## src/sfsr_pkg.sv

```systemverilog
package sfsr_pkg;

	// ---------------------------------------------------------------
	// Sizes
	// ---------------------------------------------------------------
	localparam int WORD_W = 16;
	localparam int ADDR_W = 4;
	localparam int NUM_CH = 5;
	localparam int NUM_IN = 4;
	localparam int OC_W = 3;
	localparam int CNT_W = 5;
	localparam int ID_W = 8;
	localparam int FB_W = 3;
	localparam logic [CNT_W-1:0] FRAME_BITS = 5'h10;

	// ---------------------------------------------------------------
	// Status word addresses (also the code in bits 15..12, except SO_INIT, which returns code 0001)
	// ---------------------------------------------------------------
	localparam logic [ADDR_W-1:0] SO_INIT = 4'h0;
	localparam logic [ADDR_W-1:0] SO_QUICK = 4'h1;
	localparam logic [ADDR_W-1:0] SO_CH_FIRST = 4'h2;
	localparam logic [ADDR_W-1:0] SO_DEVICE = 4'h7;
	localparam logic [ADDR_W-1:0] SO_IO = 4'h8;
	localparam logic [ADDR_W-1:0] SO_ID = 4'h9;

	// ---------------------------------------------------------------
	// Status word bit positions
	// ---------------------------------------------------------------
	localparam int ADDR_LSB = 12;
	localparam int FAIL_BIT = 11;
	localparam int DEV_SUM_BIT = 10;
	localparam int OVERLOAD_BIT = 9;
	localparam int OPENLOAD_BIT = 8;

	// ---------------------------------------------------------------
	// Initialization register 0 layout in the incoming command word
	// ---------------------------------------------------------------
	localparam int CMD_ADDR_LSB = 0;
	localparam int CMD_PERSIST_BIT = 4;
	localparam int CMD_FB_LSB = 5;

	// ---------------------------------------------------------------
	// Overcurrent codes
	// ---------------------------------------------------------------
	localparam logic [OC_W-1:0] OC_NONE = 3'h0;
	localparam logic [OC_W-1:0] OC_HI1 = 3'h1;
	localparam logic [OC_W-1:0] OC_HI2 = 3'h2;
	localparam logic [OC_W-1:0] OC_HI3 = 3'h3;
	localparam logic [OC_W-1:0] OC_LO = 3'h4;
	localparam logic [OC_W-1:0] OC_HI_OD = 3'h5;
	localparam logic [OC_W-1:0] OC_SEVERE = 3'h6;

	// Frame tracker states
	typedef enum logic [1:0] {
		SFSR_IDLE = 2'b01,
		SFSR_FRAME = 2'b10
	} sfsr_state_e;

endpackage

```

## src/sfsr_readout.sv

```systemverilog
`timescale 1ns/1ps

// Operation
// - Serial output returns the word chosen by so_address_select in register 0.
// - With persist clear, programmed address serves one read, then quick status returns.
// - With persist set, programmed address serves every read until reprogrammed.
// - Bit 11 of every word shows fail mode.
// - Global flags bits 10..8 appear in words 1-7, clear when faults read away.
// - Device summary is OR of cleared, undervoltage, overvoltage, pump, clock, test flags.
// - Bit 9 ORs overcurrent and overtemp shutdown; bit 8 shows any openload.
// - Quick word holds pump fault, registers cleared, clock fault in bits 7..5.
// - Quick bits 4..0 OR each channel's latched fault bits.
// - Address 0 returns quick status carrying code 0001.
// - Channel words 2-6 carry shutdown, warning, overcurrent code, openload flags.
// - Overcurrent code holds the most recent fault, overwriting older unread one.
// - Device word 7 holds test, overvoltage, undervoltage, serial fault, limp input.
// - Limp home bit is live after synchronising, never latched.
// - Word 8 holds toggle, input pins and output levels, all live.
// - Toggle bit is live OR of four toggle-on signals.
// - Output level bits are meaningful only without undervoltage.
// - Word 9 holds part identifier, zero while undervoltage flag set.
// - Analog feedback active only in normal mode, source from feedback_select.
// - Latched channel diagnosis released only by reading that channel word.
module sfsr_readout #(
	parameter logic [sfsr_pkg::ID_W-1:0] PART_ID = 8'hA5 // Arbitrary value
) (
	input wire logic core_clk,
	input wire logic reset,
	input wire logic spi_clk,
	input wire logic spi_cs_n,
	input wire logic spi_mosi,
	output logic spi_miso,
	output logic spi_miso_oe,
	input wire logic fail_mode,
	input wire logic sleep_mode,
	input wire logic [sfsr_pkg::NUM_CH-1:0] oc_event,
	input wire logic [sfsr_pkg::NUM_CH*sfsr_pkg::OC_W-1:0] oc_code_in,
	input wire logic [sfsr_pkg::NUM_CH-1:0] ots_event,
	input wire logic [sfsr_pkg::NUM_CH-1:0] otw_event,
	input wire logic [sfsr_pkg::NUM_CH-1:0] olon_event,
	input wire logic [sfsr_pkg::NUM_CH-1:0] oloff_event,
	input wire logic cp_fault_event,
	input wire logic clk_fault_event,
	input wire logic uv_event,
	input wire logic ov_event,
	input wire logic test_mode_event,
	input wire logic [sfsr_pkg::NUM_IN-1:0] toggle_on,
	input wire logic limp_home_pin,
	input wire logic [sfsr_pkg::NUM_IN-1:0] input_pin,
	input wire logic [sfsr_pkg::NUM_CH-1:0] output_pin,
	output logic [sfsr_pkg::ADDR_W-1:0] so_address_select,
	output logic read_address_persist,
	output logic [sfsr_pkg::FB_W-1:0] feedback_select,
	output logic feedback_enable
);

	// ---------------------------------------------------------------
	// Declarations
	// ---------------------------------------------------------------
	localparam int PIN_W = 3 + 1 + sfsr_pkg::NUM_IN + sfsr_pkg::NUM_CH;
	localparam logic [PIN_W-1:0] PIN_RST = {1'b1, {(PIN_W-1){1'b0}}};

	logic [PIN_W-1:0] pins_s;
	logic cs_n_s, sclk_s, mosi_s, limp_home_input;
	logic [sfsr_pkg::NUM_IN-1:0] input_pin_status;
	logic [sfsr_pkg::NUM_CH-1:0] output_pin_level;
	logic prev_cs_n, prev_sclk;
	logic cs_fall, cs_rise, sclk_rise, sclk_fall;
	sfsr_pkg::sfsr_state_e state;
	logic [sfsr_pkg::CNT_W-1:0] bit_cnt;
	logic [sfsr_pkg::WORD_W-1:0] rx_shift, tx_shift, next_word;
	logic [sfsr_pkg::ADDR_W-1:0] frame_addr;
	logic frame_end, frame_ok, read_clear, is_init_cmd;
	logic [sfsr_pkg::NUM_CH-1:0] clr_ch, ots_l, otw_l, olon_l, oloff_l;
	logic [sfsr_pkg::NUM_CH-1:0] channel_quick_flags;
	logic [sfsr_pkg::NUM_CH-1:0][sfsr_pkg::OC_W-1:0] oc_l;
	logic clr_dev;
	logic charge_pump_fault, registers_cleared_flag, clock_fault_flag;
	logic undervoltage_flag, overvoltage_flag, test_mode_flag, serial_fault_flag;
	logic device_fault_summary, overload_summary, openload_summary;
	logic [2:0] global_flags;

	// Address code of a channel word
	function automatic logic [sfsr_pkg::ADDR_W-1:0] ch_addr(input int idx);
		ch_addr = sfsr_pkg::SO_CH_FIRST + idx[sfsr_pkg::ADDR_W-1:0];
	endfunction

	// ---------------------------------------------------------------
	// Pin synchronisers
	// ---------------------------------------------------------------
	sfsr_sync #(
		.WIDTH(PIN_W),
		.RESET_VAL(PIN_RST)
	) u_sync (
		.core_clk(core_clk),
		.reset(reset),
		.async_in({spi_cs_n, spi_clk, spi_mosi, limp_home_pin, input_pin, output_pin}),
		.sync_out(pins_s)
	);

	// Split synchronised pins
	assign {cs_n_s, sclk_s, mosi_s, limp_home_input, input_pin_status, output_pin_level} = pins_s;

	// ---------------------------------------------------------------
	// SPI edge detection
	// ---------------------------------------------------------------
	always_ff @(posedge core_clk or posedge reset) begin
		if (reset) begin
			prev_cs_n <= 1'b1;
			prev_sclk <= 1'b0;
		end else begin
			prev_cs_n <= cs_n_s;
			prev_sclk <= sclk_s;
		end
	end

	// Edge strobes
	assign cs_fall = prev_cs_n & ~cs_n_s;
	assign cs_rise = ~prev_cs_n & cs_n_s;
	assign sclk_rise = ~prev_sclk & sclk_s & ~cs_n_s;
	assign sclk_fall = prev_sclk & ~sclk_s & ~cs_n_s;
	assign frame_end = cs_rise & (state == sfsr_pkg::SFSR_FRAME);
	assign frame_ok = frame_end & (bit_cnt == sfsr_pkg::FRAME_BITS);
	assign read_clear = frame_ok;
	assign is_init_cmd = rx_shift[sfsr_pkg::WORD_W-1 -: sfsr_pkg::ADDR_W] == sfsr_pkg::SO_INIT;

	// ---------------------------------------------------------------
	// Frame tracking and shift registers
	// ---------------------------------------------------------------
	always_ff @(posedge core_clk or posedge reset) begin
		if (reset) begin
			state <= sfsr_pkg::SFSR_IDLE;
			bit_cnt <= '0;
			rx_shift <= '0;
			tx_shift <= '0;
			frame_addr <= sfsr_pkg::SO_QUICK;
		end else begin
			case (state)
				sfsr_pkg::SFSR_IDLE: begin
					if (cs_fall) begin
						state <= sfsr_pkg::SFSR_FRAME;
						bit_cnt <= '0;
						tx_shift <= next_word;
						frame_addr <= so_address_select;
					end
				end
				sfsr_pkg::SFSR_FRAME: begin
					if (cs_rise) begin
						state <= sfsr_pkg::SFSR_IDLE;
					end else begin
						if (sclk_rise) begin
							rx_shift <= {rx_shift[sfsr_pkg::WORD_W-2:0], mosi_s};
							if (bit_cnt != {sfsr_pkg::CNT_W{1'b1}}) begin
								bit_cnt <= bit_cnt + 5'h01;
							end
						end
						if (sclk_fall) begin
							tx_shift <= {tx_shift[sfsr_pkg::WORD_W-2:0], 1'b0};
						end
					end
				end
				default: begin
					state <= sfsr_pkg::SFSR_IDLE;
				end
			endcase
		end
	end

	// Serial output driven from a flop, enabled while selected
	always_ff @(posedge core_clk or posedge reset) begin
		if (reset) begin
			spi_miso <= 1'b0;
			spi_miso_oe <= 1'b0;
		end else begin
			spi_miso <= tx_shift[sfsr_pkg::WORD_W-1];
			spi_miso_oe <= ~cs_n_s & (state == sfsr_pkg::SFSR_FRAME);
		end
	end

	// ---------------------------------------------------------------
	// Initialization register 0 and address selection
	// ---------------------------------------------------------------
	always_ff @(posedge core_clk or posedge reset) begin
		if (reset) begin
			so_address_select <= sfsr_pkg::SO_QUICK;
			read_address_persist <= 1'b0;
			feedback_select <= '0;
		end else if (frame_ok) begin
			if (is_init_cmd) begin
				so_address_select <= rx_shift[sfsr_pkg::CMD_ADDR_LSB +: sfsr_pkg::ADDR_W];
				read_address_persist <= rx_shift[sfsr_pkg::CMD_PERSIST_BIT];
				feedback_select <= rx_shift[sfsr_pkg::CMD_FB_LSB +: sfsr_pkg::FB_W];
			end else if (!read_address_persist) begin
				so_address_select <= sfsr_pkg::SO_QUICK;
			end
		end
	end

	// Feedback only in normal mode
	always_ff @(posedge core_clk or posedge reset) begin
		if (reset) begin
			feedback_enable <= 1'b0;
		end else begin
			feedback_enable <= ~fail_mode & ~sleep_mode;
		end
	end

	// ---------------------------------------------------------------
	// Channel latches, cleared by reading their word
	// ---------------------------------------------------------------
	for (genvar c = 0; c < sfsr_pkg::NUM_CH; c++) begin : g_ch
		assign clr_ch[c] = read_clear & (frame_addr == ch_addr(c));

		// New events win over a read clear in the same cycle
		always_ff @(posedge core_clk or posedge reset) begin
			if (reset) begin
				oc_l[c] <= sfsr_pkg::OC_NONE;
				ots_l[c] <= 1'b0;
				otw_l[c] <= 1'b0;
				olon_l[c] <= 1'b0;
				oloff_l[c] <= 1'b0;
			end else begin
				if (oc_event[c]) begin
					oc_l[c] <= oc_code_in[c*sfsr_pkg::OC_W +: sfsr_pkg::OC_W];
				end else if (clr_ch[c]) begin
					oc_l[c] <= sfsr_pkg::OC_NONE;
				end
				ots_l[c] <= ots_event[c] | (ots_l[c] & ~clr_ch[c]);
				otw_l[c] <= otw_event[c] | (otw_l[c] & ~clr_ch[c]);
				olon_l[c] <= olon_event[c] | (olon_l[c] & ~clr_ch[c]);
				oloff_l[c] <= oloff_event[c] | (oloff_l[c] & ~clr_ch[c]);
			end
		end

		// Per-channel quick flag
		assign channel_quick_flags[c] = (|oc_l[c]) | otw_l[c] | ots_l[c] |
			olon_l[c] | oloff_l[c];
	end

	// ---------------------------------------------------------------
	// Device latches, cleared by reading the device word
	// ---------------------------------------------------------------
	assign clr_dev = read_clear & (frame_addr == sfsr_pkg::SO_DEVICE);

	always_ff @(posedge core_clk or posedge reset) begin
		if (reset) begin
			registers_cleared_flag <= 1'b1;
			charge_pump_fault <= 1'b0;
			clock_fault_flag <= 1'b0;
			undervoltage_flag <= 1'b0;
			overvoltage_flag <= 1'b0;
			test_mode_flag <= 1'b0;
		end else begin
			registers_cleared_flag <= registers_cleared_flag & ~clr_dev;
			charge_pump_fault <= cp_fault_event | (charge_pump_fault & ~clr_dev);
			clock_fault_flag <= clk_fault_event | (clock_fault_flag & ~clr_dev);
			undervoltage_flag <= uv_event | (undervoltage_flag & ~clr_dev);
			overvoltage_flag <= ov_event | (overvoltage_flag & ~clr_dev);
			test_mode_flag <= test_mode_event | (test_mode_flag & ~clr_dev);
		end
	end

	// Bad frame length marks a serial fault
	always_ff @(posedge core_clk or posedge reset) begin
		if (reset) begin
			serial_fault_flag <= 1'b0;
		end else begin
			serial_fault_flag <= (frame_end & ~frame_ok) | (serial_fault_flag & ~clr_dev);
		end
	end

	// ---------------------------------------------------------------
	// Global summaries
	// ---------------------------------------------------------------
	assign device_fault_summary = registers_cleared_flag | undervoltage_flag | overvoltage_flag |
		charge_pump_fault | clock_fault_flag | test_mode_flag;
	assign overload_summary = (|oc_l) | (|ots_l);
	assign openload_summary = (|olon_l) | (|oloff_l);
	assign global_flags = {device_fault_summary, overload_summary, openload_summary};

	// ---------------------------------------------------------------
	// Status word assembly
	// ---------------------------------------------------------------
	always_comb begin
		next_word = {sfsr_pkg::SO_QUICK, fail_mode, global_flags, charge_pump_fault,
			registers_cleared_flag, clock_fault_flag, channel_quick_flags};
		case (so_address_select)
			sfsr_pkg::SO_INIT, sfsr_pkg::SO_QUICK: begin
				next_word = {sfsr_pkg::SO_QUICK, fail_mode, global_flags, charge_pump_fault,
					registers_cleared_flag, clock_fault_flag, channel_quick_flags};
			end
			sfsr_pkg::SO_DEVICE: begin
				next_word = {sfsr_pkg::SO_DEVICE, fail_mode, global_flags, 3'h0, test_mode_flag,
					overvoltage_flag, undervoltage_flag, serial_fault_flag,
					limp_home_input};
			end
			sfsr_pkg::SO_IO: begin
				next_word = {sfsr_pkg::SO_IO, fail_mode, 1'b0, |toggle_on, input_pin_status,
					output_pin_level};
			end
			sfsr_pkg::SO_ID: begin
				next_word = {sfsr_pkg::SO_ID, fail_mode, 3'h0,
					undervoltage_flag ? 8'h00 : PART_ID};
			end
			default: begin
				for (int k = 0; k < sfsr_pkg::NUM_CH; k++) begin
					if (so_address_select == ch_addr(k)) begin
						next_word = {ch_addr(k), fail_mode, global_flags, 1'b0, ots_l[k],
							otw_l[k], oc_l[k], olon_l[k], oloff_l[k]};
					end
				end
			end
		endcase
		next_word[sfsr_pkg::FAIL_BIT] = fail_mode;
	end

	localparam int WATCH_CH = 2; // Channel three: the one the bench faults twice and reads
endmodule // sfsr_readout

```

## src/sfsr_sync.sv

```systemverilog
`timescale 1ns/1ps

// -------------------------------------------------------------------
// Two-stage synchroniser bank for pin inputs
// -------------------------------------------------------------------
module sfsr_sync #(
	parameter int WIDTH = 1,
	parameter logic [WIDTH-1:0] RESET_VAL = '0
) (
	input wire logic core_clk,
	input wire logic reset,
	input wire logic [WIDTH-1:0] async_in,
	output logic [WIDTH-1:0] sync_out
);

	logic [WIDTH-1:0] stage_one;

	// First stage feeds only the second stage
	always_ff @(posedge core_clk or posedge reset) begin
		if (reset) begin
			stage_one <= RESET_VAL;
			sync_out <= RESET_VAL;
		end else begin
			stage_one <= async_in;
			sync_out <= stage_one;
		end
	end

endmodule // sfsr_sync

```

## config.mk

```make
export PLATFORM = sky130hd
export DESIGN_NAME = sfsr_readout
export DESIGN_NICKNAME = d
export VERILOG_FILES = /design/src/sfsr_pkg.sv /design/src/sfsr_readout.sv /design/src/sfsr_sync.sv
export SDC_FILE = /design/constraint.sdc
export NUM_CORES = 1
export LEC_CHECK = 0
export BUFFER_PORTS_ARGS = -buffer_cell sky130_fd_sc_hd__buf_4
export CORE_UTILIZATION = 46
export CTS_CLUSTER_DIAMETER = 30
export DETAILED_ROUTE_END_ITERATION = 6
export PLACE_DENSITY = 0.77
export SYNTH_ARGS = -nofsm -noshare
export SYNTH_HDL_FRONTEND = slang
export SYNTH_SLANG_ARGS = --single-unit
```

## constraint.sdc

```tcl
create_clock -name core_clk -period 6.7 [get_ports core_clk]
set_clock_uncertainty 0.1 [all_clocks]
set_input_delay 0.67 -clock core_clk [delete_from_list [all_inputs] [get_ports core_clk]]
set_output_delay 0.67 -clock core_clk [all_outputs]
set_load 0.005 [all_outputs]
```

==> flow_summary.json, run 1 <==
{
  "die_w_um": 110,
  "hp-start": "u_sync.stage_one[2]",
  "cp-start-kind": "flip-flop",
  "grt_antenna_before_repair": 0,
  "wl_mm": 13.0,
  "worstSetupEndpointType": "flip-flop",
  "crit_family": "simple AND/OR/NAND/NOR gates",
  "clockBufferDepth": 2,
  "root_buffer": "clkbuf_16",
  "fp.dieH_um": 110,
  "yosysUniqueCellTypes": 59,
  "status": "complete, no violations",
  "syn_area_sq_um": 5410,
  "grt_pass1_wl_mm": 21.5,
  "slew_headroom_pct": 23.2,
  "syn_avg_cell_area_sq_um": 10.8,
  "ys_ff_latch": 124,
  "fp.dieArea_sq_um": 12200,
  "cts_tree": "done",
  "cts_resized": 0,
  "portBuffers": 76,
  "crit_slowest_cell": "nor2b_1",
  "nets": 646,
  "critPathKind": "reg -> reg",
  "pin_count": 77,
  "power_density_nw_per_um2": 267,
  "synth_nets": 571,
  "setup_viol": 0,
  "hp-class": "reg -> reg",
  "cts_made_buffers": 17,
  "grtUsageTotal_pct": 22.8,
  "async_reset_ff_share_pct": 100,
  "syn2layout_area_growth_pct": 22.9,
  "maxCapViolCount": 0,
  "clock-sinks": 124,
  "reg2reg_slack_ps": 4150,
  "num_vias": 4218,
  "rsz0062_at_grt": "false",
  "crit_arrival_ps": 2750,
  "layout-drive-gt1-share_pct": 22.2,
  "coreArea_sq_um": 11400,
  "dp_hpwl_mm": 9.01,
  "holdPathEnd": "u_sync.sync_out[2]",
  "fmax_mhz": 392,
  "via_per_inst": 5.75,
  "hold_violations": 0,
  "r2r-end": "tx_shift[12]",
  "holdBufCountCts": 0,
  "whs_ps": 245,
  "grt_max_degree": 64,
  "cts.clk_slew.worst_paths_ps": 60,
  "fin_tns_setup_ps": 0,
  "cp_num_buf_inv": 1,
  "critPathMaxStageDelay_ps": 920,
  "synth_seq_area_share_pct": 57.5,
  "place_ws_ps": 4200,
  "critPathRequiredTime_ps": 6900,
  "p_leak_nw": 2.89,
  "htreeDepth": 4,
  "ant_nets": 0,
  "whs_path_depth": 0,
  "ys_warn_count": 0,
  "antennaDiodeCount": 0,
  "drtIter0Drc": 368,
  "clk_latency_ps": 420,
  "drc": 0,
  "synthCells": 502,
  "rows": 39,
  "dominantRegCellSynth": "dfrtp_1",
  "start_util_pct": 47.4,
  "crit_chain": "nor2b_1, a32oi_1, nor2_1, buf_4, mux2_1",
  "grt_overflow": 0,
  "synth_edf_count": 0,
  "layout_common_cells": "dfrtp_1, buf_4, nand2_1",
  "worst_slew_pin_slew_ps": 1150,
  "drt_pass1_iterations": 5,
  "setup_slack_ps": 4150,
  "wl_per_cell_um": 17.8,
  "gp_congestion": 0.919,
  "r2r_cells": 5,
  "vdd.ir_drop.worst_mv": 0.390,
  "reg2reg_from": "state[1]",
  "maxSlewViolCount": 0,
  "min_period_over_period_pct": 38.1,
  "mostFrequentLayoutCell": "dfrtp_1",
  "post_cts_buffers": 0,
  "period_needed_ps": 2550,
  "cp_max_fo": 29,
  "grt_pass1_vias": 4180
}
==> report_power, final <==
group / internal [mW] / switching [mW] / total [mW]
registers: 0.785 / 0.0223 / 0.807
logic: 0.0481 / 0.0492 / 0.0973
clock network: 0.531 / 0.339 / 0.870
total: 1.36 / 0.411 / 1.77
==> final cells by class <==
| class | count | area (sq um) |
|---|---|---|
| clock buffer | 20 | 457 |
| multi-input combinational | 337 | 2130 |
| tap | 143 | 179 |
| inverter | 19 | 73.8 |
| clock inverter | 12 | 114 |
| fill | 979 | 4770 |
| timing repair buffer | 78 | 586 |
| sequential | 124 | 3110 |
==> layer usage <==
metal  global-route usage, %  up-vias  part of all wire (%)
met5                       0        -                     0
met4                    9.42        0                   2.4
met3                    7.19       25                   6.0
met2                    34.2      157                    47
met1                    30.8     2078                    44
li1                        -     1958                     -
==> worst reg2reg max path: stages, from the launching register on <==
cell	delay [ps]
dfrtp_1	410
nor2b_1	920
a32oi_1	220
nor2_1	130
buf_4	290
mux2_1	350
==> kinds of logic after synthesis <==
logic type,share of synthesized area [%]
fa+ha+maj,0.694
mux,4.67
compound gates,17.3
simple gates,16.4
xor+xnor,0.324
flops,57.5
buf+inv,3.12
==> synth_stat cells (4+ instances only) <==
library cell  count  area share, %
or4_1             7           0.97
clkbuf_1         18            1.2
o21ai_0          23            2.1
a21oi_1          15            1.4
nand3_1           8           0.74
nor4_1            8           0.92
a22o_1            9            1.5
o22ai_1           8           0.92
mux2i_1           5           0.92
nand2_1          61            4.2
nor2_1           39            2.7
a211oi_1          5           0.69
dfstp_2           7            3.4
o21ai_1          20            1.8
nor2b_1           9            1.0
nand2b_1          4           0.46
nand3b_1          5           0.69
a221oi_1          7            1.1
a22oi_1           6           0.83
mux2_2            7            1.5
dfrtp_1         117             54
a221o_1           5           0.92
inv_1            19            1.3
a21o_1           31            4.3
mux2_1           11            2.3
==> registers in the layout, summed over array words and instances, names as in the netlist, 3 cells and up <==
register,flops
so_address_select,4
olon_l,5
frame_addr,4
rx_shift,16
ots_l,5
otw_l,5
tx_shift,16
oloff_l,5
oc_l,15
feedback_select,3
bit_cnt,5
u_sync.sync_out,13
u_sync.stage_one,13
==> worst max-delay path by stage <==
stage	start	endpoint	slack [ps]	cells after the start
floorplan	reset	bit_cnt[0]	2640	1
finish	state[1]	tx_shift[12]	4150	5
detailed placement	state[1]	tx_shift[12]	4200	5
CTS	state[1]	tx_shift[12]	4140	5
global route	state[1]	tx_shift[2]	3930	6
global placement	state[1]	tx_shift[12]	4280	5
==> per-stage QoR <==
step,cell area [sq um],cells,total power [mW],utilization [%]
after global routing,6650,733,1.84,58.3
final,6650,733,1.77,58.3
after floorplan,5410,502,0.864,-
after detailed placement,6080,701,0.918,53.3
after CTS,6650,733,1.79,58.3
after global placement,6080,701,0.914,53.3
(Power assumes the default switching activity.)
==> run 2, diff against run 1 <==
clock period = 2.6 ns   (was 6.7 ns; I/O delays follow)
==> flow_summary.json, run 2 (same netlist as run 1, synthesis figures left out) <==
{
  "layout-drive-gt1-share_pct": 21.5,
  "worstSetupEndpointType": "flip-flop",
  "rows": 39,
  "place_ws_ps": 341,
  "critPathRequiredTime_ps": 2800,
  "p_int_mw": 3.76,
  "post_cts_buffers": 0,
  "critPathKind": "reg -> reg",
  "ant_nets": 0,
  "clockBufferDepth": 2,
  "pwr-share-seq_pct": 42.9,
  "top_regs": "rx_shift x16, tx_shift x16, oc_l x15",
  "reg2reg_slack_ps": 160,
  "grt_overflow": 0,
  "coreArea_sq_um": 11400,
  "drt_pass1_iterations": 5,
  "switching_share_pct": 22.6,
  "setup_slack_ps": 164,
  "drtIter0Drc": 388,
  "combPwrFrac_pct": 7.2,
  "crit_slowest_cell": "dlygate4sd3_1",
  "p_leak_nw": 3.24,
  "hp-class": "in -> reg",
  "min_period_over_period_pct": 93.7,
  "fmax_mhz": 411,
  "grtUsageTotal_pct": 25.5,
  "nets": 722,
  "holdBufCountCts": 64,
  "power_density_nw_per_um2": 651,
  "crit_chain": "inv_1, ha_1, nand4bb_1, nor3_2, buf_4, nand3_1, nand2_1, o21ai_1, dlygate4sd3_1",
  "cts_made_buffers": 17,
  "grt_antenna_before_repair": 0,
  "worst_slew_pin_slew_ps": 814,
  "hold_violations": 0,
  "fin_tns_setup_ps": 0,
  "cts_resized": 0,
  "wl_mm": 14.6,
  "htreeDepth": 4,
  "grt_pass1_vias": 4816,
  "rsz0062_at_grt": "false",
  "power.total_mw": 4.85,
  "num_vias": 4596,
  "dp_hpwl_mm": 9.39,
  "slew_headroom_pct": 45.7,
  "cts_tree": "done",
  "period_needed_ps": 2440,
  "power.clock.fraction_pct": 49.9,
  "via_per_inst": 5.68,
  "setup_viol": 0,
  "root_buffer": "clkbuf_16",
  "portBuffers": 76,
  "cts.clk_slew.worst_paths_ps": 60,
  "clk_latency_ps": 420,
  "crit_arrival_ps": 2630,
  "grt_pass1_wl_mm": 24.2,
  "crit_family": "buffers and inverters",
  "maxSlewViolCount": 0,
  "pin_count": 77,
  "drc": 0,
  "syn2layout_area_growth_pct": 37.6,
  "clock-sinks": 124,
  "cp_max_fo": 9,
  "mostFrequentLayoutCell": "dfrtp_1",
  "grt_max_degree": 60,
  "stdcell_area_sq_um": 7450,
  "switchingPower_mw": 1.09,
  "status": "complete, no violations",
  "placed_area_sq_um": 6200,
  "cp_num_buf_inv": 3,
  "antennaDiodeCount": 0,
  "fp.dieArea_sq_um": 12200,
  "start_util_pct": 47.4,
  "fp.dieH_um": 110,
  "wl_per_cell_um": 18.0,
  "critPathMaxStageDelay_ps": 560,
  "vdd.ir_drop.worst_mv": 0.742,
  "cp-start-kind": "flip-flop",
  "gp_congestion": 0.912,
  "die_w_um": 110,
  "maxCapViolCount": 0,
  "layout_common_cells": "dfrtp_1, buf_4, dlygate4sd3_1"
}
==> run 2: cell count changes in the layout (fill, tap and decap cells not counted) <==
cell,delta
inv_4,-1
dlygate4sd3_1,+64
bufinv_16,+2
buf_12,+2
buf_4,+10
clkbuf_8,-1
==> run 2: layout make-up <==
class / count / area (sq um)
multi-input combinational: 337 / 2130
fill: 860 / 3970
timing repair buffer: 154 / 1340
clock inverter: 13 / 166
tap: 143 / 179
clock buffer: 19 / 443
sequential: 124 / 3110
inverter: 19 / 75.1
==> run 2: through the flow <==
step                hold slack, ps  util [%]  cells
floorplan                      164         -    502
detailed placement             236      54.3    713
finish                        36.5      65.2    809
global placement               231      54.3    713
CTS                           23.1      65.2    809
global route                  54.3      65.2    809
==> run 2: worst min-delay path: stages <==
cell,delay [ps]
buf_4,100
nand3b_1,110
nand2_1,50
==> run 2: worst paths after layout <==
path	start	end	cells past startpoint
max reg2reg	bit_cnt[0]	oc_l[7]	9
max	bit_cnt[0]	oc_l[7]	9
min	oc_event[4]	oc_l[14]	3
max in group asynchronous	reset	state[0]	4
min in group asynchronous	reset	frame_addr[3]	3
min reg2reg	u_sync.stage_one[8]	u_sync.sync_out[8]	0
==> run 2: metal layers <==
layer  track usage [%]  up-vias  share of wire [%]
li1                  -     2120                  -
met2              42.0      183                 49
met4              8.80        0                1.5
met3              7.19       24                6.2
met1              32.1     2269                 43
met5                 0        -                  0
==> run 2: power groups by stage <==
| stage | clock [mW] | sequential (mW) | combinational [mW] |
|---|---|---|---|
| after detailed placement | 0 | 2.11 | 0.266 |
| after floorplan | 0 | 2.09 | 0.133 |
| final | 2.42 | 2.08 | 0.350 |
| after CTS | 2.46 | 2.08 | 0.347 |
| after global routing | 2.55 | 2.09 | 0.385 |
| after global placement | 0 | 2.11 | 0.256 |
==> run 3, diff against run 2 <==
CTS_BUF_LIST = sky130_fd_sc_hd__clkbuf_2 sky130_fd_sc_hd__clkbuf_4 sky130_fd_sc_hd__clkbuf_8   (was unset)
==> flow_summary.json, run 3 (same netlist as run 1, synthesis figures left out) <==
{
  "rows": 39,
  "htreeDepth": 4,
  "via_per_inst": 5.62,
  "cts_made_buffers": 17,
  "grt_antenna_before_repair": 0,
  "fill_cells": 887,
  "switchingPower_mw": 1.01,
  "syn2layout_area_growth_pct": 34.8,
  "mostFrequentLayoutCell": "dfrtp_1",
  "seq_area_sq_um": 3110,
  "hp-class": "in -> reg",
  "whs_path_depth": 4,
  "p_int_mw": 3.21,
  "root_buffer": "clkbuf_8",
  "p_leak_nw": 3.18,
  "clk_latency_ps": 450,
  "maxSlewViolCount": 0,
  "num_vias": 4572,
  "start_util_pct": 47.4,
  "top_regs": "rx_shift x16, tx_shift x16, oc_l x15",
  "drt_pass1_iterations": 7,
  "min_period_over_period_pct": 96.1,
  "vdd.ir_drop.worst_mv": 0.652,
  "portBuffers": 76,
  "critPathRequiredTime_ps": 2840,
  "status": "complete, no violations",
  "crit_arrival_ps": 2740,
  "cp_max_fo": 9,
  "r2r_cells": 9,
  "maxCapViolCount": 0,
  "fin_tns_setup_ps": 0,
  "layout-drive-gt1-share_pct": 22.1,
  "fp.dieH_um": 110,
  "worstSetupEndpointType": "flip-flop",
  "multi_input_area_sq_um": 2140,
  "drtIter0Drc": 407,
  "ant_nets": 0,
  "cp-start-kind": "flip-flop",
  "grt_overflow": 0,
  "wl_per_cell_um": 17.5,
  "layout_common_cells": "dfrtp_1, buf_4, dlygate4sd3_1",
  "nets": 726,
  "die_w_um": 110,
  "fp.dieArea_sq_um": 12200,
  "fmax_mhz": 400,
  "period_needed_ps": 2500,
  "dp_cells": 713,
  "power.clock.fraction_pct": 42.3,
  "pwr-share-seq_pct": 49.3,
  "grt_pass1_wl_mm": 23.6,
  "gp_congestion": 0.912,
  "clock-sinks": 124,
  "grt_max_degree": 60,
  "slew_headroom_pct": 45.9,
  "layout.cells.non_filler": 813,
  "grtUsageTotal_pct": 24.9,
  "cts.clk_slew.worst_paths_ps": 80,
  "power_density_nw_per_um2": 577,
  "critPathKind": "reg -> reg",
  "pin_count": 77,
  "antennaDiodeCount": 0,
  "dp_hpwl_mm": 9.39,
  "coreArea_sq_um": 11400,
  "combPwrFrac_pct": 8.3,
  "rsz0062_at_grt": "false",
  "switching_share_pct": 23.9,
  "setup_viol": 0,
  "clockBufferDepth": 2,
  "drc": 0,
  "cts_tree": "done",
  "wl_mm": 14.3,
  "worst_slew_pin_slew_ps": 811,
  "hold_violations": 0,
  "grt_pass1_vias": 4709
}
==> run 3: cell type report <==
| type | instances | area share (%) |
|---|---|---|
| timing repair buffer | 158 | 18.8 |
| clock buffer | 19 | 3.50 |
| multi-input combinational | 337 | 29.3 |
| clock inverter | 13 | 2.28 |
| inverter | 19 | 1.03 |
| sequential | 124 | 42.6 |
| tap | 143 | 2.45 |
==> run 3: worst max-delay path: stages (launching register included) <==
cell and delay [ps]:
dfrtp_1 430, inv_1 80, ha_1 150, nand4bb_1 160, nor3_2 200, buf_4 180
nand4b_1 290, nand2_1 170, o21ai_1 70, dlygate4sd3_1 550
==> run 3: path summary, 6_finish.rpt <==
kind / slack, ps / endpoint / startpoint
max: 100 / oc_l[0] / bit_cnt[0]
min: 160 / tx_shift[9] / toggle_on[2]
max reg2reg: 100 / oc_l[0] / bit_cnt[0]
min reg2reg: 250 / u_sync.sync_out[11] / u_sync.stage_one[11]
max in group asynchronous: 1210 / state[0] / reset
min in group asynchronous: 410 / so_address_select[1] / reset
==> run 3: stage by stage <==
step | hold slack, ps | setup WS (ps) | total power [mW] | cell area, sq um | utilization, %
after detailed placement | 236 | 341 | 2.38 | 6200 | 54.3
after global placement | 231 | 396 | 2.36 | 6200 | 54.3
after CTS | 135 | 36.9 | 4.25 | 7270 | 63.7
final | 164 | 100 | 4.21 | 7300 | 63.9
after global routing | 169 | 6.42 | 4.38 | 7300 | 63.9
after floorplan | 164 | 484 | 2.23 | 5420 | -
==> run 3: repair_timing <==
item | 4_1_cts | 5_1_grt
hold endpoints to repair | 83 | 0
hold buffers | 65 | 0
resized for setup | 0 | 1
endpoints found under the setup margin | 0 | 2
setup buffers | 0 | 3
==> run 3: layer usage <==
metal	up-vias	wire length (um)	track usage, %
li1	2123	-	-
met4	0	278	9.33
met1	2227	6110	31.9
met5	-	0	0
met3	27	925	6.64
met2	195	6950	40.6
==> run 3: power by group through the flow <==
stage,combinational (mW),sequential (mW),clock [mW]
after global placement,0.256,2.11,0
after detailed placement,0.266,2.11,0
after floorplan,0.133,2.09,0
final,0.351,2.08,1.78
after global routing,0.389,2.08,1.91
after CTS,0.349,2.08,1.82
